$ cat src/scdc_pkg.sv
// scdc_pkg: register map, field layout, reset values and codes for the
// system clock divider control block.
// assumes: 8-bit cpu register port, 16-bit addresses.
package scdc_pkg;

    // ----------------------------------------------------------------
    // register addresses
    // ----------------------------------------------------------------
    localparam logic [15:0] SCDC_ADDR_SLOW_OSC   = 16'hFF58;
    localparam logic [15:0] SCDC_ADDR_PRESCALE   = 16'hFFF3;
    localparam logic [15:0] SCDC_ADDR_WAIT_SEL   = 16'hFFF4;
    localparam logic [15:0] SCDC_ADDR_CPU_DIV    = 16'hFFFB;

    // ----------------------------------------------------------------
    // field positions and reset values
    // ----------------------------------------------------------------
    localparam int          SCDC_CPU_DIVIDE_POS  = 1;
    localparam int          SCDC_SLOW_HALT_POS   = 0;
    localparam logic [7:0]  SCDC_CPU_DIV_RST     = 8'h02;
    localparam logic [7:0]  SCDC_PRESCALE_RST    = 8'h02;
    localparam logic [7:0]  SCDC_SLOW_OSC_RST    = 8'h00;
    localparam logic [7:0]  SCDC_CPU_DIV_MASK    = 8'h02;
    localparam logic [7:0]  SCDC_PRESCALE_MASK   = 8'h03;
    localparam logic [7:0]  SCDC_SLOW_OSC_MASK   = 8'h01;
    localparam logic [7:0]  SCDC_WAIT_SEL_MASK   = 8'h03;
    localparam logic [7:0]  SCDC_ZERO_BYTE       = 8'h00;

    // ----------------------------------------------------------------
    // division exponents of the system clock
    // ----------------------------------------------------------------
    localparam logic [2:0]  SCDC_DIV_1           = 3'h0;
    localparam logic [2:0]  SCDC_DIV_2           = 3'h1;
    localparam logic [2:0]  SCDC_DIV_4           = 3'h2;
    localparam logic [2:0]  SCDC_DIV_8           = 3'h3;
    localparam logic [2:0]  SCDC_DIV_16          = 3'h4;
    localparam int          SCDC_DIV_CNT_W       = 4;

    // ----------------------------------------------------------------
    // stabilization wait exponents (system clock periods = 2**exp)
    // ----------------------------------------------------------------
    localparam int          SCDC_WAIT_EXP_0      = 10;
    localparam int          SCDC_WAIT_EXP_1      = 12;
    localparam int          SCDC_WAIT_EXP_2      = 15;
    localparam int          SCDC_WAIT_EXP_3      = 17;
    localparam int          SCDC_WAIT_CNT_W      = 18;

    // system clock source codes from the option byte
    localparam logic [1:0]  SCDC_SRC_HS_INT      = 2'h0;
    localparam logic [1:0]  SCDC_SRC_CRYSTAL     = 2'h1;
    localparam logic [1:0]  SCDC_SRC_EXT         = 2'h2;

    typedef enum logic [1:0] {
        SCDC_RUN,
        SCDC_STOPPED,
        SCDC_OSC_START,
        SCDC_STAB_WAIT
    } scdc_state_t;

endpackage

$ cat src/scdc_clock_ctrl.sv
// scdc_clock_ctrl: divider registers, slow oscillator control and the
// stabilization wait timer after stop release.
// assumes: cpu register port on sys_clk_i, option byte levels stable
// from logic on the same clock, osc_started_i from a pin.
//
// Functional notes
// - reset loads cpu divider and prescaler 0x02
// - cpu clock ratio from three bits encoded
// - prescaler 0x01 gives peripheral clock fx/2
// - prescaler 0x02 gives peripheral clock fx/4
// - divider and slow osc take bit writes
// - reset clears slow osc control to zero
// - bit 0 set stops slow oscillator
// - option forbids stop: halt bit ignored
// - forbidden stop fixes watchdog to slow osc
// - wait select gives 2^10/12/15/17 periods
// - wait only for crystal after stop release
// - wait counts after oscillation has started
// - wait select takes byte writes only
// - power-on source from option; no power-on wait, reset enters run
// - option byte picks one of three sources
// - stop instruction halts active system source
`timescale 1ns/10ps
module scdc_clock_ctrl
    import scdc_pkg::*;
(
    // clock and reset
    input  wire logic        sys_clk_i,
    input  wire logic        srst_i,
    // cpu register port
    input  wire logic [15:0] reg_addr_i,
    input  wire logic        reg_wr_i,
    input  wire logic        reg_bit_wr_i,
    input  wire logic [2:0]  reg_bit_sel_i,
    input  wire logic [7:0]  reg_wdata_i,
    output logic      [7:0]  reg_rdata_o,
    // option byte and power state
    input  wire logic [1:0]  opt_clk_src_i,
    input  wire logic        opt_slow_stop_ok_i,
    input  wire logic        stop_exec_i,
    input  wire logic        stop_release_i,
    input  wire logic        osc_started_i,
    // clock control outputs
    output logic             cpu_clk_en_o,
    output logic             periph_clk_en_o,
    output logic             cpu_clk_bad_o,
    output logic             hs_int_osc_en_o,
    output logic             crystal_osc_en_o,
    output logic             ext_clk_en_o,
    output logic             slow_osc_en_o,
    output logic             wdt_src_fixed_o,
    output logic             stab_wait_o
);

    // ------------------------------------------------------------
    // register file
    // ------------------------------------------------------------
    logic [7:0] cpu_div_reg,  cpu_div_next;
    logic [7:0] prescale_reg, prescale_next;
    logic [7:0] slow_osc_reg, slow_osc_next;
    logic [7:0] wait_sel_reg, wait_sel_next;
    logic [7:0] bit_mask;

    always_comb begin
        bit_mask      = 8'h01 << reg_bit_sel_i;
        cpu_div_next  = cpu_div_reg;
        prescale_next = prescale_reg;
        slow_osc_next = slow_osc_reg;
        wait_sel_next = wait_sel_reg;
        if (reg_wr_i) begin
            unique case (reg_addr_i)
                SCDC_ADDR_CPU_DIV:  cpu_div_next  = reg_wdata_i & SCDC_CPU_DIV_MASK;
                SCDC_ADDR_PRESCALE: prescale_next = reg_wdata_i & SCDC_PRESCALE_MASK;
                SCDC_ADDR_SLOW_OSC: slow_osc_next = reg_wdata_i & SCDC_SLOW_OSC_MASK;
                SCDC_ADDR_WAIT_SEL: wait_sel_next = reg_wdata_i & SCDC_WAIT_SEL_MASK;
                default: ;
            endcase
        end else if (reg_bit_wr_i) begin
            // bit writes merge one bit; wait select ignores them
            unique case (reg_addr_i)
                SCDC_ADDR_CPU_DIV:  cpu_div_next  = ((cpu_div_reg & ~bit_mask)
                                      | (reg_wdata_i & bit_mask)) & SCDC_CPU_DIV_MASK;
                SCDC_ADDR_PRESCALE: prescale_next = ((prescale_reg & ~bit_mask)
                                      | (reg_wdata_i & bit_mask)) & SCDC_PRESCALE_MASK;
                SCDC_ADDR_SLOW_OSC: slow_osc_next = ((slow_osc_reg & ~bit_mask)
                                      | (reg_wdata_i & bit_mask)) & SCDC_SLOW_OSC_MASK;
                default: ;
            endcase
        end
    end

    always_ff @(posedge sys_clk_i) begin
        if (srst_i) begin
            cpu_div_reg  <= SCDC_CPU_DIV_RST;
            prescale_reg <= SCDC_PRESCALE_RST;
            slow_osc_reg <= SCDC_SLOW_OSC_RST;
        end else begin
            cpu_div_reg  <= cpu_div_next;
            prescale_reg <= prescale_next;
            slow_osc_reg <= slow_osc_next;
        end
        // no reset: content undefined after reset
        wait_sel_reg <= wait_sel_next;
    end

    always_comb begin
        unique case (reg_addr_i)
            SCDC_ADDR_CPU_DIV:  reg_rdata_o = cpu_div_reg;
            SCDC_ADDR_PRESCALE: reg_rdata_o = prescale_reg;
            SCDC_ADDR_SLOW_OSC: reg_rdata_o = slow_osc_reg;
            SCDC_ADDR_WAIT_SEL: reg_rdata_o = wait_sel_reg;
            default:            reg_rdata_o = SCDC_ZERO_BYTE;
        endcase
    end

    // ------------------------------------------------------------
    // division ratios
    // ------------------------------------------------------------
    logic [2:0] cpu_exp, per_exp;
    logic       cpu_bad;
    logic       cpu_div_bit;

    assign cpu_div_bit = cpu_div_reg[SCDC_CPU_DIVIDE_POS];

    always_comb begin
        cpu_bad = 1'b0;
        unique case ({prescale_reg[1:0], cpu_div_bit})
            3'h0:    cpu_exp = SCDC_DIV_1;
            3'h2:    cpu_exp = SCDC_DIV_2;
            3'h1:    cpu_exp = SCDC_DIV_4;
            3'h4:    cpu_exp = SCDC_DIV_4;
            3'h3:    cpu_exp = SCDC_DIV_8;
            3'h5:    cpu_exp = SCDC_DIV_16;
            default: begin
                cpu_exp = SCDC_DIV_1;
                cpu_bad = 1'b1;
            end
        endcase
        unique case (prescale_reg[1:0])
            2'h1:    per_exp = SCDC_DIV_2;
            2'h2:    per_exp = SCDC_DIV_4;
            default: per_exp = SCDC_DIV_1;
        endcase
    end

    // free running divider; enables pulse once per divided period
    logic [SCDC_DIV_CNT_W-1:0] div_cnt_reg, div_cnt_next;
    logic [SCDC_DIV_CNT_W-1:0] cpu_msk, per_msk;
    logic                      cpu_en_next, per_en_next;
    logic                      cpu_en_reg, per_en_reg, cpu_bad_reg;

    always_comb begin
        div_cnt_next = div_cnt_reg + 1'b1;
        cpu_msk      = SCDC_DIV_CNT_W'((5'h01 << cpu_exp) - 5'h01);
        per_msk      = SCDC_DIV_CNT_W'((5'h01 << per_exp) - 5'h01);
        cpu_en_next  = ((div_cnt_reg & cpu_msk) == cpu_msk);
        per_en_next  = ((div_cnt_reg & per_msk) == per_msk);
    end

    always_ff @(posedge sys_clk_i) begin
        if (srst_i) begin
            div_cnt_reg <= '0;
            cpu_en_reg  <= 1'b0;
            per_en_reg  <= 1'b0;
            cpu_bad_reg <= 1'b0;
        end else begin
            div_cnt_reg <= div_cnt_next;
            cpu_en_reg  <= cpu_en_next;
            per_en_reg  <= per_en_next;
            cpu_bad_reg <= cpu_bad;
        end
    end

    assign cpu_clk_bad_o = cpu_bad_reg;

    // ------------------------------------------------------------
    // slow oscillator and watchdog source
    // ------------------------------------------------------------
    // option byte wins over the halt bit, so a locked watchdog can't be starved
    assign slow_osc_en_o   = !(opt_slow_stop_ok_i
                               && slow_osc_reg[SCDC_SLOW_HALT_POS]);
    assign wdt_src_fixed_o = !opt_slow_stop_ok_i;

    // ------------------------------------------------------------
    // stop mode and stabilization wait
    // ------------------------------------------------------------
    logic osc_sync1_reg, osc_sync2_reg;
    scdc_state_t state_reg, state_next;
    logic [SCDC_WAIT_CNT_W-1:0] wait_cnt_reg, wait_cnt_next, wait_len;

    always_ff @(posedge sys_clk_i) begin
        if (srst_i) begin
            osc_sync1_reg <= 1'b0;
            osc_sync2_reg <= 1'b0;
        end else begin
            osc_sync1_reg <= osc_started_i;
            osc_sync2_reg <= osc_sync1_reg;
        end
    end

    always_comb begin
        unique case (wait_sel_reg[1:0])
            2'h0: wait_len = SCDC_WAIT_CNT_W'(1 << SCDC_WAIT_EXP_0);
            2'h1: wait_len = SCDC_WAIT_CNT_W'(1 << SCDC_WAIT_EXP_1);
            2'h2: wait_len = SCDC_WAIT_CNT_W'(1 << SCDC_WAIT_EXP_2);
            2'h3: wait_len = SCDC_WAIT_CNT_W'(1 << SCDC_WAIT_EXP_3);
        endcase
    end

    always_comb begin
        state_next    = state_reg;
        wait_cnt_next = wait_cnt_reg;
        unique case (state_reg)
            SCDC_RUN:
                if (stop_exec_i) state_next = SCDC_STOPPED;
            SCDC_STOPPED:
                if (stop_release_i) begin
                    if (opt_clk_src_i == SCDC_SRC_CRYSTAL)
                        state_next = SCDC_OSC_START;
                    else
                        state_next = SCDC_RUN;
                end
            SCDC_OSC_START:
                if (osc_sync2_reg) begin
                    state_next    = SCDC_STAB_WAIT;
                    wait_cnt_next = wait_len - 1'b1;
                end
            SCDC_STAB_WAIT:
                if (wait_cnt_reg == '0) state_next = SCDC_RUN;
                else wait_cnt_next = wait_cnt_reg - 1'b1;
        endcase
    end

    // power-on source and wait are handled upstream from the option byte
    always_ff @(posedge sys_clk_i) begin
        if (srst_i) begin
            state_reg    <= SCDC_RUN;
            wait_cnt_reg <= '0;
        end else begin
            state_reg    <= state_next;
            wait_cnt_reg <= wait_cnt_next;
        end
    end

    logic src_on;
    assign src_on           = (state_reg == SCDC_RUN) || (state_reg == SCDC_STAB_WAIT)
                              || (state_reg == SCDC_OSC_START);
    assign hs_int_osc_en_o  = src_on && (opt_clk_src_i == SCDC_SRC_HS_INT);
    assign crystal_osc_en_o = src_on && (opt_clk_src_i == SCDC_SRC_CRYSTAL);
    assign ext_clk_en_o     = src_on && (opt_clk_src_i == SCDC_SRC_EXT);
    assign stab_wait_o      = (state_reg == SCDC_OSC_START) || (state_reg == SCDC_STAB_WAIT);
    assign cpu_clk_en_o     = cpu_en_reg && (state_reg == SCDC_RUN);
    assign periph_clk_en_o  = per_en_reg && (state_reg == SCDC_RUN);

    // ------------------------------------------------------------
    // assertions
    // ------------------------------------------------------------
    cpu_div_reset_a: assert property (@(posedge sys_clk_i)
        srst_i |=> (cpu_div_reg == SCDC_CPU_DIV_RST && prescale_reg == SCDC_PRESCALE_RST))
        else $error("divider registers not 0x02 after reset");
    slow_reset_a: assert property (@(posedge sys_clk_i)
        srst_i |=> slow_osc_en_o)
        else $error("slow oscillator not running after reset");
    cpu_ratio_a: assert property (@(posedge sys_clk_i) disable iff (srst_i)
        (prescale_reg[1:0] == 2'h1 && cpu_div_bit) |-> cpu_exp == SCDC_DIV_8)
        else $error("cpu ratio wrong for fx/8 code");
    per_half_a: assert property (@(posedge sys_clk_i) disable iff (srst_i)
        (prescale_reg[1:0] == 2'h1 && $stable(prescale_reg)) |=> per_en_reg != $past(per_en_reg))
        else $error("peripheral enable not every second cycle");
    slow_lock_a: assert property (@(posedge sys_clk_i) disable iff (srst_i)
        !opt_slow_stop_ok_i |-> slow_osc_en_o && wdt_src_fixed_o)
        else $error("slow oscillator stopped while locked");
    wait_byte_a: assert property (@(posedge sys_clk_i) disable iff (srst_i)
        (reg_bit_wr_i && !reg_wr_i) |=> $stable(wait_sel_reg))
        else $error("bit write changed wait select");
    no_wait_a: assert property (@(posedge sys_clk_i) disable iff (srst_i)
        (state_reg == SCDC_STOPPED && stop_release_i && opt_clk_src_i != SCDC_SRC_CRYSTAL)
        |=> state_reg == SCDC_RUN)
        else $error("wait inserted for non crystal source");
    osc_first_a: assert property (@(posedge sys_clk_i) disable iff (srst_i)
        (state_reg == SCDC_OSC_START && !osc_sync2_reg) |=> state_reg == SCDC_OSC_START)
        else $error("wait began before oscillation");
    stop_halt_a: assert property (@(posedge sys_clk_i) disable iff (srst_i)
        state_reg == SCDC_STOPPED |-> !(hs_int_osc_en_o || crystal_osc_en_o || ext_clk_en_o))
        else $error("source running in stop");
    bit_write_a: assert property (@(posedge sys_clk_i) disable iff (srst_i)
        (reg_bit_wr_i && !reg_wr_i && reg_addr_i == SCDC_ADDR_SLOW_OSC && reg_bit_sel_i == 3'h0)
        |=> slow_osc_reg[0] == $past(reg_wdata_i[0]))
        else $error("bit write to slow osc lost");
    unused_zero_a: assert property (@(posedge sys_clk_i) disable iff (srst_i)
        (cpu_div_reg & ~SCDC_CPU_DIV_MASK) == SCDC_ZERO_BYTE)
        else $error("unused divider bit set");

endmodule

$ cat config.mk
export PLATFORM = sky130hd
export DESIGN_NAME = scdc_clock_ctrl
export DESIGN_NICKNAME = d
export VERILOG_FILES = /design/src/scdc_pkg.sv /design/src/scdc_clock_ctrl.sv
export SDC_FILE = /design/constraint.sdc
export NUM_CORES = 1
export LEC_CHECK = 0
export BUFFER_PORTS_ARGS = -buffer_cell sky130_fd_sc_hd__buf_2
export CAP_MARGIN = 20
export CORE_MARGIN = 3
export CORE_UTILIZATION = 56
export DETAILED_ROUTE_END_ITERATION = 7
export PLACE_DENSITY = 0.94
export SLEW_MARGIN = 20
export SYNTH_ARGS = -nofsm -noshare
export SYNTH_HDL_FRONTEND = slang
export SYNTH_SLANG_ARGS = --single-unit
$ cat constraint.sdc
create_clock -name sys_clk_i -period 5.7 [get_ports sys_clk_i]
set_clock_uncertainty 0.2 [all_clocks]
set_input_delay 0.57 -clock sys_clk_i [delete_from_list [all_inputs] [get_ports sys_clk_i]]
set_output_delay 0.57 -clock sys_clk_i [all_outputs]
set_load 0.03 [all_outputs]
### Word-level counts from Yosys, hierarchy flattened

Cells that the tools add are included.

* flip-flop bits (word level): 55
* bits of input ports: 37
* output and inout bits: 17
* logic and storage cells: 108

* add/sub/neg operators: 5
* equality and inequality tests: 26
* shift operators: 3
* mux-type cells: 26
* bitwise operators: 10
* reduce and logical (&&, ||, !) cells: 26

Operators by type and width (number)
* 2-to-1 mux 8 bit: 12
* case mux 18 bit (4 select lines): 1
* equality test 16 bit, second input constant: 4
* 2-to-1 mux 18 bit: 2
* case mux 18 bit (2 select lines): 1
* subtractor 18 x 1 -> 18 bit, second input constant: 2
* case mux 8 bit (4 select lines): 1
* logical NOT 18 bit: 1
* equality test 2 bit, second input constant: 6
* case mux 3 bit (4 select lines): 1
* 2-to-1 mux 2 bit: 5
* inequality test 2 bit, second input constant: 5
* bitwise AND 4 bit: 2
* equality test 2 x 1 -> 1 bit, second input constant: 4
* equality test 4 bit: 2
* case mux 2 bit (4 select lines): 1
* AND reduction 2 bit: 4
* subtractor 4 x 1 -> 4 bit, second input constant: 2
* bitwise AND 2 bit: 3
* equality test 3 x 2 -> 1 bit, second input constant: 2
* equality test 3 bit, second input constant: 2
* logical AND 1 bit: 6
* logical NOT 2 bit: 3
* OR reduction 6 bit: 1
* other kinds (18): 23

### Logic depth before layout (Yosys ltp)

Gate-level depths: netlist (run 1).

* depth after elaboration: 7
* mapped depth: 7
* mapped depth without buffers: 5

### Worst setup path after synthesis (run 1)

No wires, ideal clock.

* path type: in2out
* start point: input port reg_addr_i[14]
* end point: output port reg_rdata_o[1]
* arrival time: 1801 ps
* required time: 4930 ps
* setup slack: 3129 ps
* stages: 4
* path buffers: 0
* path through: nand4_1 > nor4_1 > nand2b_1 > o21ai_0

* cells in the longest elaborated chain, start to end: 2
* elaborated cells between the ends (all ways): 5

Ends and longest elaborated chain
* from (decl): RTL line scdc_clock_ctrl.sv:31 `input wire logic [15:0] reg_addr_i,`
* equality test 16 bit: RTL line scdc_clock_ctrl.sv:107 `unique case (reg_addr_i)`
* case mux 8 bit (4 select lines) *: RTL line scdc_clock_ctrl.sv:107
* to (decl): RTL line scdc_clock_ctrl.sv:36 `output logic [7:0] reg_rdata_o,`

Mark *: on every way between the ends. The rest lies on a longest branch, timed or not.

### Worst setup path after layout (run 1)

* start point: input port reg_addr_i[14]
* end point: output port reg_rdata_o[0]

Same word-level chain as after synthesis.

==> run summary, run 1 <==
first-pass GRT wire length: 7790 um
share of cells above drive strength 1: 0.2246
Worst Path Required: 4930 ps
vias in the first global route: 1835
Seq pwr share: 0.586
Sum Neg Setup Slack: 0 ps
most frequent cells in the layout: buf_2, dfxtp_1, nand2_1, nor2_1, a21oi_1
Final setup viols: 0
Top Ports: 54
Leak: 0.0008761 uW
Die Height: 65.44 um
Worst Setup End Kind: primary output
crit path launch type: input port
Clk Tree Root Cell: clkbuf_4
slew margin rel.: 0.5282
Slew @ Worst Pin: 707.6 ps
design area: 2217 sq um
final wirelength: 4676 um
total CTS buffers: 5
pwr dens: 195.6 nW/um^2
site row count: 20
Pre-antenna DRT Iters: 4
clock sinks: 35
Hold WC Path Type: in -> reg
Tcrit/Tclk final: 0.4790
post-synthesis sequential area ratio: 0.3643
arrival time worst endpoint: 1960 ps
Max FO, Critical Path: 3
antenna viol nets, final: 0
Hold Path Depth: 2
Slew Limit Fails: 0
status: complete, no violations
pin count of the biggest net entering global routing: 31
dpl hpwl: 3344 um
initial DRC count: 112
WS Path Type: in -> out
DRC viols: 0
flop and latch count out of synthesis: 35
Final Hold Fails: 0
post-layout min period: 2730 ps
die width: 65.44 um
full die area: 4282 sq um
RSZ-0062 raised after global routing: false
Clock transition at path regs: 110 ps
Logic pwr share: 0.105
post-CTS sizing: 0
internal power: 314.7 uW
DP Cell Count: 312
Synth Cell Area: 1978 sq um
Syn Inst Count: 238
mean number of vias per cell: 6.091
area growth from synthesis to layout: 12.08%
post-synth cell types: 55
GRT Total Usage: 0.2348
antenna violations before repair: 0
number of synthesized flops with an enable pin: 2
maxcap violations: 0
Antenna Cells: 0
f_max: 366.3 MHz
Synth Warn #: 0
PortBufs: 41
Synth Flop Type: dfxtp_1
R2R cell count: 4
Placer Congestion: 0.8810
asr flop ratio synth: 0
CORE AREA: 3203 sq um
commonest non-fill, non-tap cell in the layout: buf_2
fin nets: 315
syn_area_per_cell: 8.312 sq um
Clock Latency Late Sink: 350 ps
clock network power share: 0.309
Initial Utilization: 0.6176
peak supply drop: 0.0001258 V
clock tree buffer depth: 2
Layout Cells excl Fill: 320
switching pwr: 118.9 uW
gr ovfl total: 0
Clock H-tree levels: 2
WL/cell: 14.61 um
Sw Share: 0.2742
via count: 1949
Final Worst Setup Slack: 2970 ps
post-CTS setup buffers: 0
placed cell area: 2163 sq um
pre-CTS setup slack: 2974 ps
Hold Buf Count CTS: 0
TritonCTS clock tree: done
-- power by group through the flow --
stage | sequential [uW] | clock, uW | combinational (uW)
after floorplan | 259 | 0 | 30.8
after global placement | 260 | 0 | 43.7
after detailed placement | 260 | 0 | 45.1
after CTS | 254 | 139 | 45.2
after global routing | 255 | 148 | 50.1
final | 254 | 134 | 45.5
-- worst paths after layout --
check                                               from                             to  slack (ps)
worst max-delay path                      reg_addr_i[14]                 reg_rdata_o[0]        2970
worst min-delay path                       osc_started_i       osc_sync1_reg$_SDFF_PP0_         220
worst max register to register                 flip-flop  wait_cnt_reg[10]$_SDFFE_PP0P_        3410
worst min register to register  osc_sync1_reg$_SDFF_PP0_       osc_sync2_reg$_SDFF_PP0_         250
-- per-stage QoR --
step | power (uW) | hold WS (ps) | utilization
6_report | 433.6 | 224.4 | 0.6922
5_1_grt | 452.5 | 215.7 | 0.6922
4_1_cts | 437.9 | 216.4 | 0.6922
3_5_place_dp | 304.8 | 228.4 | 0.6754
3_3_place_gp | 303.3 | 218.0 | 0.6754
2_1_floorplan | 289.3 | 213.8 | -
-- critical path, cell delays in order --
cell and delay [ps]:
buf_2 90, nand4_1 150, or4b_4 580, nor3_1 210, a221o_1 170, buf_2 190
-- metal layers --
layer | track usage | up-vias | routed length (um)
li1 | - | 943 | -
met1 | 0.2752 | 911 | 1951
met2 | 0.3995 | 81 | 2286
met3 | 0.07179 | 14 | 314
met4 | 0.09067 | 0 | 123
met5 | 0 | - | 0
-- synthesized netlist by cell type, drive strengths merged (2+ instances only) --
| cell | n | area [sq um] |
|---|---|---|
| or3 | 2 | 17.52 |
| or2 | 2 | 12.51 |
| xnor2 | 2 | 17.52 |
| ha | 3 | 37.54 |
| nor3 | 9 | 45.04 |
| a311oi | 5 | 43.79 |
| nor2b | 4 | 25.02 |
| nand2 | 22 | 82.58 |
| o21a | 3 | 22.52 |
| o22ai | 3 | 18.77 |
| dfxtp | 33 | 660.6 |
| nand3 | 8 | 45.04 |
| nor3b | 4 | 30.03 |
| nand4b | 4 | 35.03 |
| and2 | 4 | 25.02 |
| mux2i | 4 | 40.04 |
| nand4 | 5 | 31.28 |
| a31oi | 7 | 50.05 |
| a21oi | 18 | 90.09 |
| edfxtp | 2 | 60.06 |
| nand2b | 5 | 31.28 |
| clkbuf | 7 | 26.28 |
| a211oi | 3 | 27.52 |
| nor4 | 7 | 86.33 |
| inv | 8 | 30.03 |
| o21ai | 16 | 83.83 |
| buf | 9 | 67.56 |
| nor2 | 22 | 82.58 |
-- cell type report --
class                      count  area [sq um]
clock buffer                   6         41.29
clock inverter                 2         12.51
fill                         287         985.9
inverter                       8         30.03
multi-input combinational    184          1152
sequential                    35         720.7
tap                           44         55.05
timing repair buffer          41         205.2
-- cell families after synthesis --
kind of cell               Yosys count  synth area share
and+or+nand+nor                    103            0.3030
adders and majority gates            3           0.01898
xor gates and xnor gates             3           0.01329
other                                1          0.001896
buffers and inverters               24           0.06262
AOI/OAI and AO/OA                   65            0.2157
DFF                                 35            0.3643
muxes                                4           0.02024
No activity file was read; power rests on OpenSTA's default activity.
==> run 2: changes to the inputs <==
--- a/config.mk
+++ b/config.mk
@@ -8,9 +8,9 @@
 export BUFFER_PORTS_ARGS = -buffer_cell sky130_fd_sc_hd__buf_2
 export CAP_MARGIN = 20
 export CORE_MARGIN = 3
-export CORE_UTILIZATION = 56
+export CORE_UTILIZATION = 47
 export DETAILED_ROUTE_END_ITERATION = 7
-export PLACE_DENSITY = 0.94
+export PLACE_DENSITY = 0.85
 export SLEW_MARGIN = 20
 export SYNTH_ARGS = -nofsm -noshare
 export SYNTH_HDL_FRONTEND = slang
==> constraint.sdc (replaced) <==
create_clock -name sys_clk_i -period 2.5 [get_ports sys_clk_i]
set_clock_uncertainty 0.2 [all_clocks]
set_input_delay 0.25 -clock sys_clk_i [delete_from_list [all_inputs] [get_ports sys_clk_i]]
set_output_delay 0.25 -clock sys_clk_i [all_outputs]
set_load 0.03 [all_outputs]
==> run 2 against run 1 <==
Effect of this change:
- critical path type is now reg -> reg
- count of clock-buffer cells in the layout down 1
- clock power rose to 4.5 times the previous value
- combinational power up 140%
- register-to-register slack worse by 3000 ps
- sequential power up 130%
- non-clock buffer count up 7
- core utilization down 7.9 points
- sequential cell count unchanged
- via count down 3.3%
- sequential share of layout area down 2.0 points
==> run summary, run 2 (synthesized netlist as in run 1, its figures left out) <==
status: complete, no violations
Final setup viols: 0
GRT Total Usage: 0.1857
vias in the first global route: 1721
Die Height: 70.88 um
pre-CTS setup slack: 440.5 ps
Slew Limit Fails: 0
Worst Path Required: 2480 ps
# fillers: 329
CP Cell Sequence: nor4_4 -> and2_1 -> a31oi_2 -> o21ai_0 -> nor2_1
fin nets: 322
commonest non-fill, non-tap cell in the layout: buf_2
max incr delay on CP: 370 ps
RSZ-0062 raised after global routing: false
Hold Crit Endpoint: state_reg[0]$_SDFFE_PP0P_
total CTS buffers: 5
clock tree buffer depth: 2
peak supply drop: 0.0005435 V
antenna violations before repair: 0
Top Ports: 54
Placer Congestion: 0.9240
Clk Tree Root Cell: clkbuf_8
HP Start: stop_exec_i
cell family with most CP delay: simple AND/OR/NAND/NOR gates
R2R cell count: 5
Sw Share: 0.2187
switching pwr: 283.1 uW
Seq pwr share: 0.447
post-CTS sizing: 0
pwr dens: 547.8 nW/um^2
Max FO, Critical Path: 12
Layout Cells excl Fill: 331
clock sinks: 35
pin count of the biggest net entering global routing: 20
DP Cell Count: 320
post-layout min period: 2070 ps
Clock Latency Late Sink: 290 ps
Tcrit/Tclk final: 0.8278
design area: 2364 sq um
Reg-to-Reg Start: wait_cnt_reg[0]$_SDFFE_PP0P_
site row count: 22
slew margin rel.: 0.5843
Initial Utilization: 0.5133
Multi-input gate area: 1152 sq um
Antenna Cells: 0
Sum Neg Setup Slack: 0 ps
Tot Pwr: 1295 uW
dpl hpwl: 3298 um
PortBufs: 41
Pre-antenna DRT Iters: 4
worst path bufs/invs: 0
Clock transition at path regs: 70 ps
die width: 70.88 um
Logic pwr share: 0.084
Reg area: 720.7 sq um
Worst Setup SP: wait_cnt_reg[0]$_SDFFE_PP0P_
Worst path depth: 5
TritonCTS clock tree: done
full die area: 5023 sq um
share of cells above drive strength 1: 0.2367
Leak: 0.0009477 uW
first-pass GRT wire length: 7610 um
placed cell area: 2198 sq um
mean number of vias per cell: 5.692
WS Path Type: reg -> reg
crit path launch type: flip-flop
initial DRC count: 158
Worst Setup End Kind: flip-flop
Hold WC Path Type: in -> reg
final wirelength: 4470 um
area growth from synthesis to layout: 19.48%
most frequent cells in the layout: buf_2, dfxtp_1, nand2_1, nor2_1, a21oi_1
clock network power share: 0.468
antenna viol nets, final: 0
via count: 1884
Slowest-stage cell, CP: dfxtp_1
Slew @ Worst Pin: 621.5 ps
internal power: 1012 uW
Clock H-tree levels: 2
CORE AREA: 3854 sq um
Final Hold Fails: 0
arrival time worst endpoint: 2050 ps
gr ovfl total: 0
Hold Path Depth: 3
f_max: 483.2 MHz
Critical R2R Capture: wait_cnt_reg[0]$_SDFFE_PP0P_
maxcap violations: 0
DRC viols: 0
Final Worst Setup Slack: 430.5 ps
WL/cell: 13.50 um
Reg2Reg Setup Slack: 430 ps
run 2: cell types whose count changed in the layout (fill, tap and decap cells not counted):
cell / change
clkbuf_4: -5
clkbuf_8: +5
buf_4: +4
dlygate4sd3_1: +3
bufinv_16: +2
clkbuf_1: -1
clkinv_2: -1
clkinvlp_4: -1
inv_4: +1
run 2: power by group through the flow:
stage	combinational, uW	sequential, uW	clock, uW
floorplan	70.2	589	0
global placement	102	592	0
detailed placement	105	592	0
CTS	109	579	617
global route	121	580	640
finish	109	579	606
run 2: area by class of cell:
type	instances	share of cell area
timing repair buffer	48	0.1122
clock buffer	5	0.02912
tap	48	0.02541
sequential	35	0.3049
clock inverter	3	0.02806
multi-input combinational	184	0.4876
inverter	8	0.01271
run 2: what timing repair did:
| item | 4_1_cts | 5_1_grt |
|---|---|---|
| buffers inserted | 0 | 0 |
| hold endpoints to repair | 3 | 0 |
| endpoints found under the setup margin | 0 | 0 |
| hold buffers | 3 | 0 |
run 2: how the worst max path moves through the flow:
stage	slack (ps)	end
floorplan	570	reg_rdata_o[1]
global placement	460	reg_rdata_o[0]
detailed placement	440	wait_cnt_reg[0]$_SDFFE_PP0P_
CTS	440	wait_cnt_reg[1]$_SDFFE_PP0P_
global route	230	wait_cnt_reg[8]$_SDFFE_PP0P_
finish	430	wait_cnt_reg[0]$_SDFFE_PP0P_
run 2: layer usage:
layer	share of wire	routed length (um)	global-route usage	vias to the layer above
met3	0.054	243	0.04972	8
met2	0.47	2108	0.2966	53
met4	0.018	82	0.07098	0
met1	0.46	2035	0.2395	868
li1	-	-	-	955
met5	0	0	0	-
run 2: worst register-to-register path, cell delays in order (launching register included):
cell and delay (ps):
dfxtp_1 370, nor4_4 370, and2_1 360, a31oi_2 330
o21ai_0 280, nor2_1 50
run 2: stage by stage:
stage	util	hold slack (ps)
2_1_floorplan	-	148.9
3_3_place_gp	0.5705	216.1
3_5_place_dp	0.5705	235.5
4_1_cts	0.6133	37.84
5_1_grt	0.6133	42.10
6_report	0.6133	44.16
